## src/inc/aala_cfg.svh

```systemverilog
`ifndef AALA_CFG_SVH
`define AALA_CFG_SVH

// ----------------------------------------
// Register offsets
// ----------------------------------------
`define AALA_OFS_CMD     12'h000
`define AALA_OFS_WREG    12'h004
`define AALA_OFS_FLAGS   12'h008
`define AALA_OFS_RESULT  12'h00C
`define AALA_OFS_MEM     12'h040
`define AALA_MEM_MASK    12'hFC0
`define AALA_MEM_IDX     5:2
`define AALA_ADR_LSB     1:0
`define AALA_ADDR_W      12

// ----------------------------------------
// Command word fields
// ----------------------------------------
`define AALA_CMD_OP      2:0
`define AALA_CMD_ADR     11:8
`define AALA_CMD_IMM     23:16
`define AALA_OP_NONE     3'h0
`define AALA_OP_ADD_TO_MEMORY     3'h1
`define AALA_OP_ANDA     3'h2
`define AALA_OP_ANDI     3'h3
`define AALA_OP_AND_TO_MEMORY     3'h4

// ----------------------------------------
// Flag bits and sizes
// ----------------------------------------
`define AALA_FLG_BITOUT  0
`define AALA_FLG_NIBBLE  1
`define AALA_FLG_NULL    2
`define AALA_FLG_SIGNED  3
`define AALA_FLG_W       4
`define AALA_MEM_DEPTH   16
`define AALA_RESP_OKAY   2'h0
`define AALA_RESP_SLVERR 2'h2

`endif

```

## src/inc/aala_pkg.sv

```systemverilog
`include "aala_cfg.svh"

package aala_pkg;
  typedef logic [2:0]                  aala_op_t;
  typedef logic [3:0]                  aala_adr_t;
  typedef logic [`AALA_FLG_W-1:0]      aala_flags_t;
  typedef enum logic [2:0] {
    AALA_SEL_CMD,
    AALA_SEL_WREG,
    AALA_SEL_FLAGS,
    AALA_SEL_RESULT,
    AALA_SEL_MEM,
    AALA_SEL_NONE
  } aala_sel_e;
endpackage : aala_pkg

```

## src/verilog/aala_core.sv

```systemverilog
// Overview of operation
// [RULE1] Add working register into memory byte
// [RULE2] Add updates range, null, nibble, bit flags
// [RULE3] AND memory into working register, null flag
// [RULE4] AND immediate into working register, null flag
// [RULE5] AND working register into memory byte
// [RULE6] Memory AND keeps register, null flag only
//
// Our own choices: register access over AXI4-Lite and the address map.
`include "aala_cfg.svh"

module aala_core
  import aala_pkg::*;
(
  // Clock and reset
  input  wire logic        ref_clk,
  input  wire logic        rst,
  // AXI4-Lite write address
  input  wire logic [31:0] awaddr,
  input  wire logic        awvalid,
  output logic             awready,
  // AXI4-Lite write data
  input  wire logic [31:0] wdata,
  input  wire logic [3:0]  wstrb,
  input  wire logic        wvalid,
  output logic             wready,
  // AXI4-Lite write response
  output logic [1:0]       bresp,
  output logic             bvalid,
  input  wire logic        bready,
  // AXI4-Lite read address
  input  wire logic [31:0] araddr,
  input  wire logic        arvalid,
  output logic             arready,
  // AXI4-Lite read data
  output logic [31:0]      rdata,
  output logic [1:0]       rresp,
  output logic             rvalid,
  input  wire logic        rready,
  // Datapath state
  output logic [7:0]       workingRegister,
  output aala_flags_t      flags
);

  // ----------------------------------------
  // Helpers
  // ----------------------------------------
  function automatic aala_sel_e regSel(input logic [`AALA_ADDR_W-1:0] a);
    if (a == `AALA_OFS_CMD) begin
      regSel = AALA_SEL_CMD;
    end else if (a == `AALA_OFS_WREG) begin
      regSel = AALA_SEL_WREG;
    end else if (a == `AALA_OFS_FLAGS) begin
      regSel = AALA_SEL_FLAGS;
    end else if (a == `AALA_OFS_RESULT) begin
      regSel = AALA_SEL_RESULT;
    end else if ((a & `AALA_MEM_MASK) == `AALA_OFS_MEM && a[`AALA_ADR_LSB] == 2'h0) begin
      regSel = AALA_SEL_MEM;
    end else begin
      regSel = AALA_SEL_NONE;
    end
  endfunction : regSel

  function automatic aala_adr_t memIdx(input logic [`AALA_ADDR_W-1:0] a);
    memIdx = a[`AALA_MEM_IDX];
  endfunction : memIdx

  function automatic logic selHit(input aala_sel_e s, input aala_sel_e t, input logic go);
    selHit = go & (s == t);
  endfunction : selHit

  // ----------------------------------------
  // State
  // ----------------------------------------
  logic [7:0]               mem [`AALA_MEM_DEPTH];
  logic                     awHeld;
  logic                     wHeld;
  logic [`AALA_ADDR_W-1:0]  awAddrQ;
  logic [31:0]              wDataQ;
  logic [3:0]               wStrbQ;
  logic [31:0]              lastCmd;
  logic [7:0]               lastResult;

  // ----------------------------------------
  // Write channel handshakes
  // ----------------------------------------
  wire awTake = awvalid & awready;
  wire wTake  = wvalid & wready;
  wire doWrite = awHeld & wHeld & ~bvalid;
  wire next_awHeld = doWrite ? 1'b0 : (awHeld | awTake);
  wire next_wHeld  = doWrite ? 1'b0 : (wHeld | wTake);

  wire aala_sel_e wSel = regSel(awAddrQ);
  wire            wLow = wStrbQ[0];
  wire            wMapped = (wSel != AALA_SEL_NONE);

  // ----------------------------------------
  // Bus register selects
  // ----------------------------------------
  wire busGo   = doWrite & wLow;
  wire wrCmd   = selHit(wSel, AALA_SEL_CMD, busGo);
  wire wrWreg  = selHit(wSel, AALA_SEL_WREG, busGo);
  wire wrFlags = selHit(wSel, AALA_SEL_FLAGS, busGo);
  wire wrMem   = selHit(wSel, AALA_SEL_MEM, busGo);

  // ----------------------------------------
  // Command decode and datapath
  // ----------------------------------------
  wire       cmdWrite = wrCmd;
  wire [2:0] cmdOp    = wDataQ[`AALA_CMD_OP];
  wire [3:0] cmdAdr   = wDataQ[`AALA_CMD_ADR];
  wire [7:0] cmdImm   = wDataQ[`AALA_CMD_IMM];
  wire [7:0] memOp    = mem[cmdAdr];

  wire [8:0] sumFull  = {1'b0, workingRegister} + {1'b0, memOp};
  wire [4:0] sumNib   = {1'b0, workingRegister[3:0]} + {1'b0, memOp[3:0]};
  wire [7:0] sum      = sumFull[7:0];
  wire       sumRange = (workingRegister[7] == memOp[7]) & (sum[7] != workingRegister[7]);
  wire [7:0] andMem   = workingRegister & memOp;
  wire [7:0] andImm   = workingRegister & cmdImm;

  wire isAddm = cmdWrite & (cmdOp == `AALA_OP_ADD_TO_MEMORY);
  wire isAnda = cmdWrite & (cmdOp == `AALA_OP_ANDA);
  wire isAndi = cmdWrite & (cmdOp == `AALA_OP_ANDI);
  wire isAndm = cmdWrite & (cmdOp == `AALA_OP_AND_TO_MEMORY);

  // Result of the executed command
  wire [7:0] opResult = isAddm ? sum :
                        isAndi ? andImm :
                        andMem;
  wire       opValid  = isAddm | isAnda | isAndi | isAndm;

  // Memory write port
  wire       memFromOp  = isAddm | isAndm;
  wire       memFromBus = wrMem;
  wire [3:0] memWrAdr   = memFromOp ? cmdAdr : memIdx(awAddrQ);
  wire [7:0] memWrDat   = memFromOp ? opResult : wDataQ[7:0];

  // Working register next value
  wire [7:0] next_workingRegister =
    (isAnda | isAndi) ? opResult :                          // [RULE3] [RULE4]
    wrWreg ? wDataQ[7:0] :
    workingRegister;                                         // [RULE6]

  // Flag next value
  wire nullBit = (opResult == 8'h00);
  aala_flags_t addFlags;
  aala_flags_t andFlags;
  aala_flags_t next_flags;
  always_comb begin
    addFlags = flags;
    addFlags[`AALA_FLG_BITOUT] = sumFull[8];                 // [RULE2]
    addFlags[`AALA_FLG_NIBBLE] = sumNib[4];                  // [RULE2]
    addFlags[`AALA_FLG_NULL]   = nullBit;                    // [RULE2]
    addFlags[`AALA_FLG_SIGNED] = sumRange;                   // [RULE2]
    andFlags = flags;
    andFlags[`AALA_FLG_NULL]   = nullBit;                    // [RULE3] [RULE4] [RULE6]
    if (isAddm) begin
      next_flags = addFlags;
    end else if (isAnda | isAndi | isAndm) begin
      next_flags = andFlags;
    end else if (wrFlags) begin
      next_flags = wDataQ[`AALA_FLG_W-1:0];
    end else begin
      next_flags = flags;
    end
  end

  // ----------------------------------------
  // Read decode
  // ----------------------------------------
  wire [`AALA_ADDR_W-1:0] rAddr = araddr[`AALA_ADDR_W-1:0];
  wire aala_sel_e rSel = regSel(rAddr);
  wire [7:0]      rMem = mem[memIdx(rAddr)];
  wire [31:0] readWord = (rSel == AALA_SEL_CMD)    ? lastCmd :
                         (rSel == AALA_SEL_WREG)   ? {24'h000000, workingRegister} :
                         (rSel == AALA_SEL_FLAGS)  ? {28'h0000000, flags} :
                         (rSel == AALA_SEL_RESULT) ? {24'h000000, lastResult} :
                         (rSel == AALA_SEL_MEM)    ? {24'h000000, rMem} :
                         32'h00000000;
  wire [1:0] readResp = (rSel == AALA_SEL_NONE) ? `AALA_RESP_SLVERR : `AALA_RESP_OKAY;
  wire       arTake   = arvalid & arready;

  // ----------------------------------------
  // Write path registers
  // ----------------------------------------
  always_ff @(posedge ref_clk) begin
    if (rst) begin
      awHeld  <= 1'b0;
      wHeld   <= 1'b0;
      awready <= 1'b0;
      wready  <= 1'b0;
    end else begin
      awHeld  <= next_awHeld;
      wHeld   <= next_wHeld;
      awready <= ~next_awHeld & ~awTake;
      wready  <= ~next_wHeld & ~wTake;
    end
  end

  always_ff @(posedge ref_clk) begin
    if (rst) begin
      awAddrQ <= `AALA_OFS_CMD;
    end else if (awTake) begin
      awAddrQ <= awaddr[`AALA_ADDR_W-1:0];
    end
  end

  always_ff @(posedge ref_clk) begin
    if (rst) begin
      wDataQ <= 32'h00000000;
      wStrbQ <= 4'h0;
    end else if (wTake) begin
      wDataQ <= wdata;
      wStrbQ <= wstrb;
    end
  end

  // ----------------------------------------
  // Write response registers
  // ----------------------------------------
  always_ff @(posedge ref_clk) begin
    if (rst) begin
      bvalid <= 1'b0;
    end else if (doWrite) begin
      bvalid <= 1'b1;
    end else if (bready) begin
      bvalid <= 1'b0;
    end
  end

  always_ff @(posedge ref_clk) begin
    if (rst) begin
      bresp <= `AALA_RESP_OKAY;
    end else if (doWrite) begin
      bresp <= wMapped ? `AALA_RESP_OKAY : `AALA_RESP_SLVERR;
    end
  end

  // ----------------------------------------
  // Datapath registers
  // ----------------------------------------
  always_ff @(posedge ref_clk) begin
    if (rst) begin
      workingRegister <= 8'h00;
    end else begin
      workingRegister <= next_workingRegister;
    end
  end

  always_ff @(posedge ref_clk) begin
    if (rst) begin
      flags <= '0;
    end else begin
      flags <= next_flags;
    end
  end

  always_ff @(posedge ref_clk) begin
    if (rst) begin
      lastCmd <= 32'h00000000;
    end else if (cmdWrite) begin
      lastCmd <= wDataQ;
    end
  end

  always_ff @(posedge ref_clk) begin
    if (rst) begin
      lastResult <= 8'h00;
    end else if (opValid) begin
      lastResult <= opResult;
    end
  end

  // Sum or AND result, or bus write data, into memory
  always_ff @(posedge ref_clk) begin
    if (memFromOp | memFromBus) begin
      mem[memWrAdr] <= memWrDat;                             // [RULE1] [RULE5]
    end
  end

  // ----------------------------------------
  // Read path registers
  // ----------------------------------------
  always_ff @(posedge ref_clk) begin
    if (rst) begin
      arready <= 1'b0;
    end else if (arTake) begin
      arready <= 1'b0;
    end else if (~rvalid | rready) begin
      arready <= 1'b1;
    end
  end

  always_ff @(posedge ref_clk) begin
    if (rst) begin
      rvalid <= 1'b0;
      rdata  <= 32'h00000000;
      rresp  <= `AALA_RESP_OKAY;
    end else if (arTake) begin
      rvalid <= 1'b1;
      rdata  <= readWord;
      rresp  <= readResp;
    end else if (rready) begin
      rvalid <= 1'b0;
    end
  end

endmodule : aala_core

```

## config.mk

```make
export PLATFORM = sky130hd
export DESIGN_NAME = aala_core
export DESIGN_NICKNAME = d
export VERILOG_FILES = /design/src/inc/aala_pkg.sv /design/src/verilog/aala_core.sv
export VERILOG_INCLUDE_DIRS = /design/src /design/src/inc
export SDC_FILE = /design/constraint.sdc
export NUM_CORES = 1
export LEC_CHECK = 0
export BUFFER_PORTS_ARGS = -buffer_cell sky130_fd_sc_hd__buf_2
export CAP_MARGIN = 40
export CORE_AREA = 2 2 126 251
export CTS_CLUSTER_DIAMETER = 120
export DETAILED_ROUTE_END_ITERATION = 10
export DIE_AREA = 0 0 128 253
export GPL_TIMING_DRIVEN = 0
export PLACE_DENSITY = 0.57
export SYNTH_ARGS = -nofsm -noshare
export SYNTH_HDL_FRONTEND = slang
export SYNTH_SLANG_ARGS = --single-unit
```

## constraint.sdc

```tcl
create_clock -name ref_clk -period 4 [get_ports ref_clk]
set_input_delay 0.2 -clock ref_clk [delete_from_list [all_inputs] [get_ports ref_clk]]
set_output_delay 0.2 -clock ref_clk [all_outputs]
set_load 0.005 [all_outputs]
```

==> run metrics <==
via count 9068; Worst Tran Pin Value 0.826 ns; largest net degree at the start of global routing 17; Synth area leaders edfxtp_1, dfxtp_1, mux4_2; min setup slack post-route 0.136 ns; initial antenna violation count 0; Pre-antenna DRT Iters 7; DP Worst Slack -0.563 ns; global-route wire length before repair 53600 µm; Cell Pwr Density 397 nW/µm²; clk_lat worst skew 0.55 ns; most used routing layer in global routing met2; worst setup path class reg2reg; Overflow after GRT 0; design area 14700 µm²; Final Cycle Share 96.6%; Synth area leader edfxtp_1; Mapped Avg Cell Area 11.9 µm²; hold path depth 3; Area Overhead vs Synth 21.6%; sw power 0.00132 W; Slew Limit Fails 0; Synth Flop Type dfxtp_1; RSZ-0062 raised after global routing false; CP arrival 4.26 ns; layout cells sized above 1 23.5%; Total GRT Usage 22.0%; register share of total power 50.5%; peak supply drop 0.392 mV; EDFF count, synth 128; CTS sink cnt 270; Core Box Area 30500 µm²; Combinational Power Share 7.6%; area post-placement 13300 µm²; row cnt 91; drt wl/cell 21.9 µm; Die W 128 µm; post-DP HPWL 26200 µm; area fraction of the dominant cell type after synthesis 31.8%; Clk network pwr share 42.0%; drc violations 0; Setup TNS Final 0 ns; CTS Buffer Depth 3; f_max 259 MHz; IO Pins 160; CP max FO 10; Lkg Pwr 5.45 nW; Initial Utilization 39.7%; FF+latch count, synth 270; port buffer count 109; synth warn 0; relative slew slack 44.7%; Vias per Instance 5.60; CTS root buf clkbuf_16; sequential share of the synthesized area 55.3%; final hold violation count 0; max cap viols 0; M3 GR Usage 2.05%; Worst-path clk slew 0.06 ns; status finished clean; post-synth cell types 77; fillers 2770; Routed Wire Length 35400 µm; DRT antenna net count 0; Ant. Diodes 0; gpl congestion 0.893; Final Skew 0.0154 ns; number of global-route vias before repair 8998; H-Tree Depth 1; M2 GR Usage 37.5%; post-synthesis cell count 1018; final setup fails 0; sw frac 22.5%; CP endpoint kind flop; Startpoint Class flop; hold crit path type in2reg; die height 253 µm; FF-to-FF path depth 12; CTS tree yes; global routing usage on met1 29.2%; synthesized area 12100 µm²; cts bufs inserted 26; post-layout min period 3.86 ns; Crit path required time 4.39 ns; DRT iter0 DRCs 753; Die ar. 32400 µm²; Layout Nets 1346; Core Util, Final 48.2%; Final Power 0.00585 W; asr flop ratio synth 0%; Int Pwr 0.00453 W
-- layer usage --
layer	share of wire, %	wire [µm]
met5	0	0
met4	3.3	1170
met3	4.8	1710
met2	50	17500
met1	42	15000
-- state kept, by name, summed over array words and instances, names as in the netlist, 4 cells and up, named ones only --
register / count
wDataQ: 32
lastCmd: 32
awAddrQ: 12
flags: 4
mem: 128
lastResult: 8
rdata: 32
workingRegister: 8
-- worst max-delay path, cell delays in order, from the launching register on --
cell and delay, ns:
dfxtp_2 0.36, buf_6 0.15, buf_12 0.15, buf_12 0.16, mux4_1 0.58, a22oi_1 0.19, nand2_2 0.15, ha_2 0.24
inv_1 0.08, fa_1 0.41, o211a_1 0.33, o21ai_1 0.61, buf_4 0.29
-- repair_timing --
action | 4_1_cts | 5_1_grt
endpoints found under the hold margin | 50 | 0
endpoints found under the setup margin | 60 | 60
resized for setup | 12 | 10
setup buffers | 2 | 2
hold buffers | 48 | 0
pin swaps | 3 | 2
-- synth_stat cells, types with 4 or more instances --
cell and instances:
a211oi_1 18, a21oi_1 98, a22o_1 24, a22oi_1 15, a311oi_1 6, and2_1 5
and3_1 9, buf_2 10, buf_6 5, clkbuf_1 42, dfxtp_1 142, edfxtp_1 128
ha_1 8, inv_1 13, mux2_2 5, mux4_1 18, mux4_2 54, nand2_1 196
nand2b_1 9, nand3_1 7, nor2_1 66, nor3_1 16, nor4_1 8, o21a_1 6
o21ai_0 24, or2_2 4, xnor2_1 4
-- stage by stage --
| stage | hold WS [ns] | cells |
|---|---|---|
| 2_1_floorplan | 0.336 | 1019 |
| 3_3_place_gp | 0.444 | 1500 |
| 3_5_place_dp | 0.447 | 1521 |
| 4_1_cts | 0.0148 | 1617 |
| 5_1_grt | 0.0250 | 1620 |
| 6_report | 0.0353 | 1620 |
-- cell type report --
| class | instances | area [µm²] | share of cell area [%] |
|---|---|---|---|
| buffer | 66 | 357 | 2.42 |
| clock buffer | 36 | 739 | 5.02 |
| clock inverter | 10 | 108 | 0.731 |
| inverter | 15 | 56.3 | 0.383 |
| multi-input combinational | 668 | 5080 | 34.5 |
| sequential | 270 | 6690 | 45.4 |
| tap | 372 | 465 | 3.16 |
| timing repair buffer | 183 | 1230 | 8.35 |
-- power groups by stage --
stage	clock network [W]	registers (W)	logic, W
after floorplan	0	0.00300	0.000254
after global placement	0	0.00301	0.000391
after detailed placement	0	0.00301	0.000401
after CTS	0.00249	0.00295	0.000441
after global routing	0.00259	0.00295	0.000482
final	0.00245	0.00295	0.000444
-- kinds of logic after synthesis --
group                      after synthesis  synth area share (%)
adders and majority gates                9                 0.993
buffers and inverters                   81                  3.40
and+or+nand+nor                        354                  13.5
xor gates and xnor gates                 6                 0.434
other                                    1                0.0310
DFF                                    270                  55.3
AOI/OAI and AO/OA                      216                  11.5
muxes                                   81                  14.9
-- placed cells by master (no fill, tap or decap), types with 17 or more instances in the layout --
cell / Yosys / final
mux4_2: 54 / 55
dfxtp_1: 142 / 141
buf_4: 3 / 27
nand2_1: 196 / 193
buf_2: 10 / 119
a21oi_1: 98 / 96
a22o_1: 24 / 24
mux4_1: 18 / 17
edfxtp_1: 128 / 128
dlygate4sd3_1: 0 / 48
nor2_1: 66 / 66
clkbuf_16: 0 / 27
a211oi_1: 18 / 17
clkbuf_1: 42 / 47
-- worst paths after layout --
check                            startpoint     endpoint  slack, ns
worst min-delay path               wdata[9]         flop       0.04
worst max-delay path                   flop    mem[2][1]       0.14
worst max register to register         flop    mem[2][1]       0.14
worst min register to register  lastCmd[25]  lastCmd[25]       0.46
(Power assumes the default switching activity.)
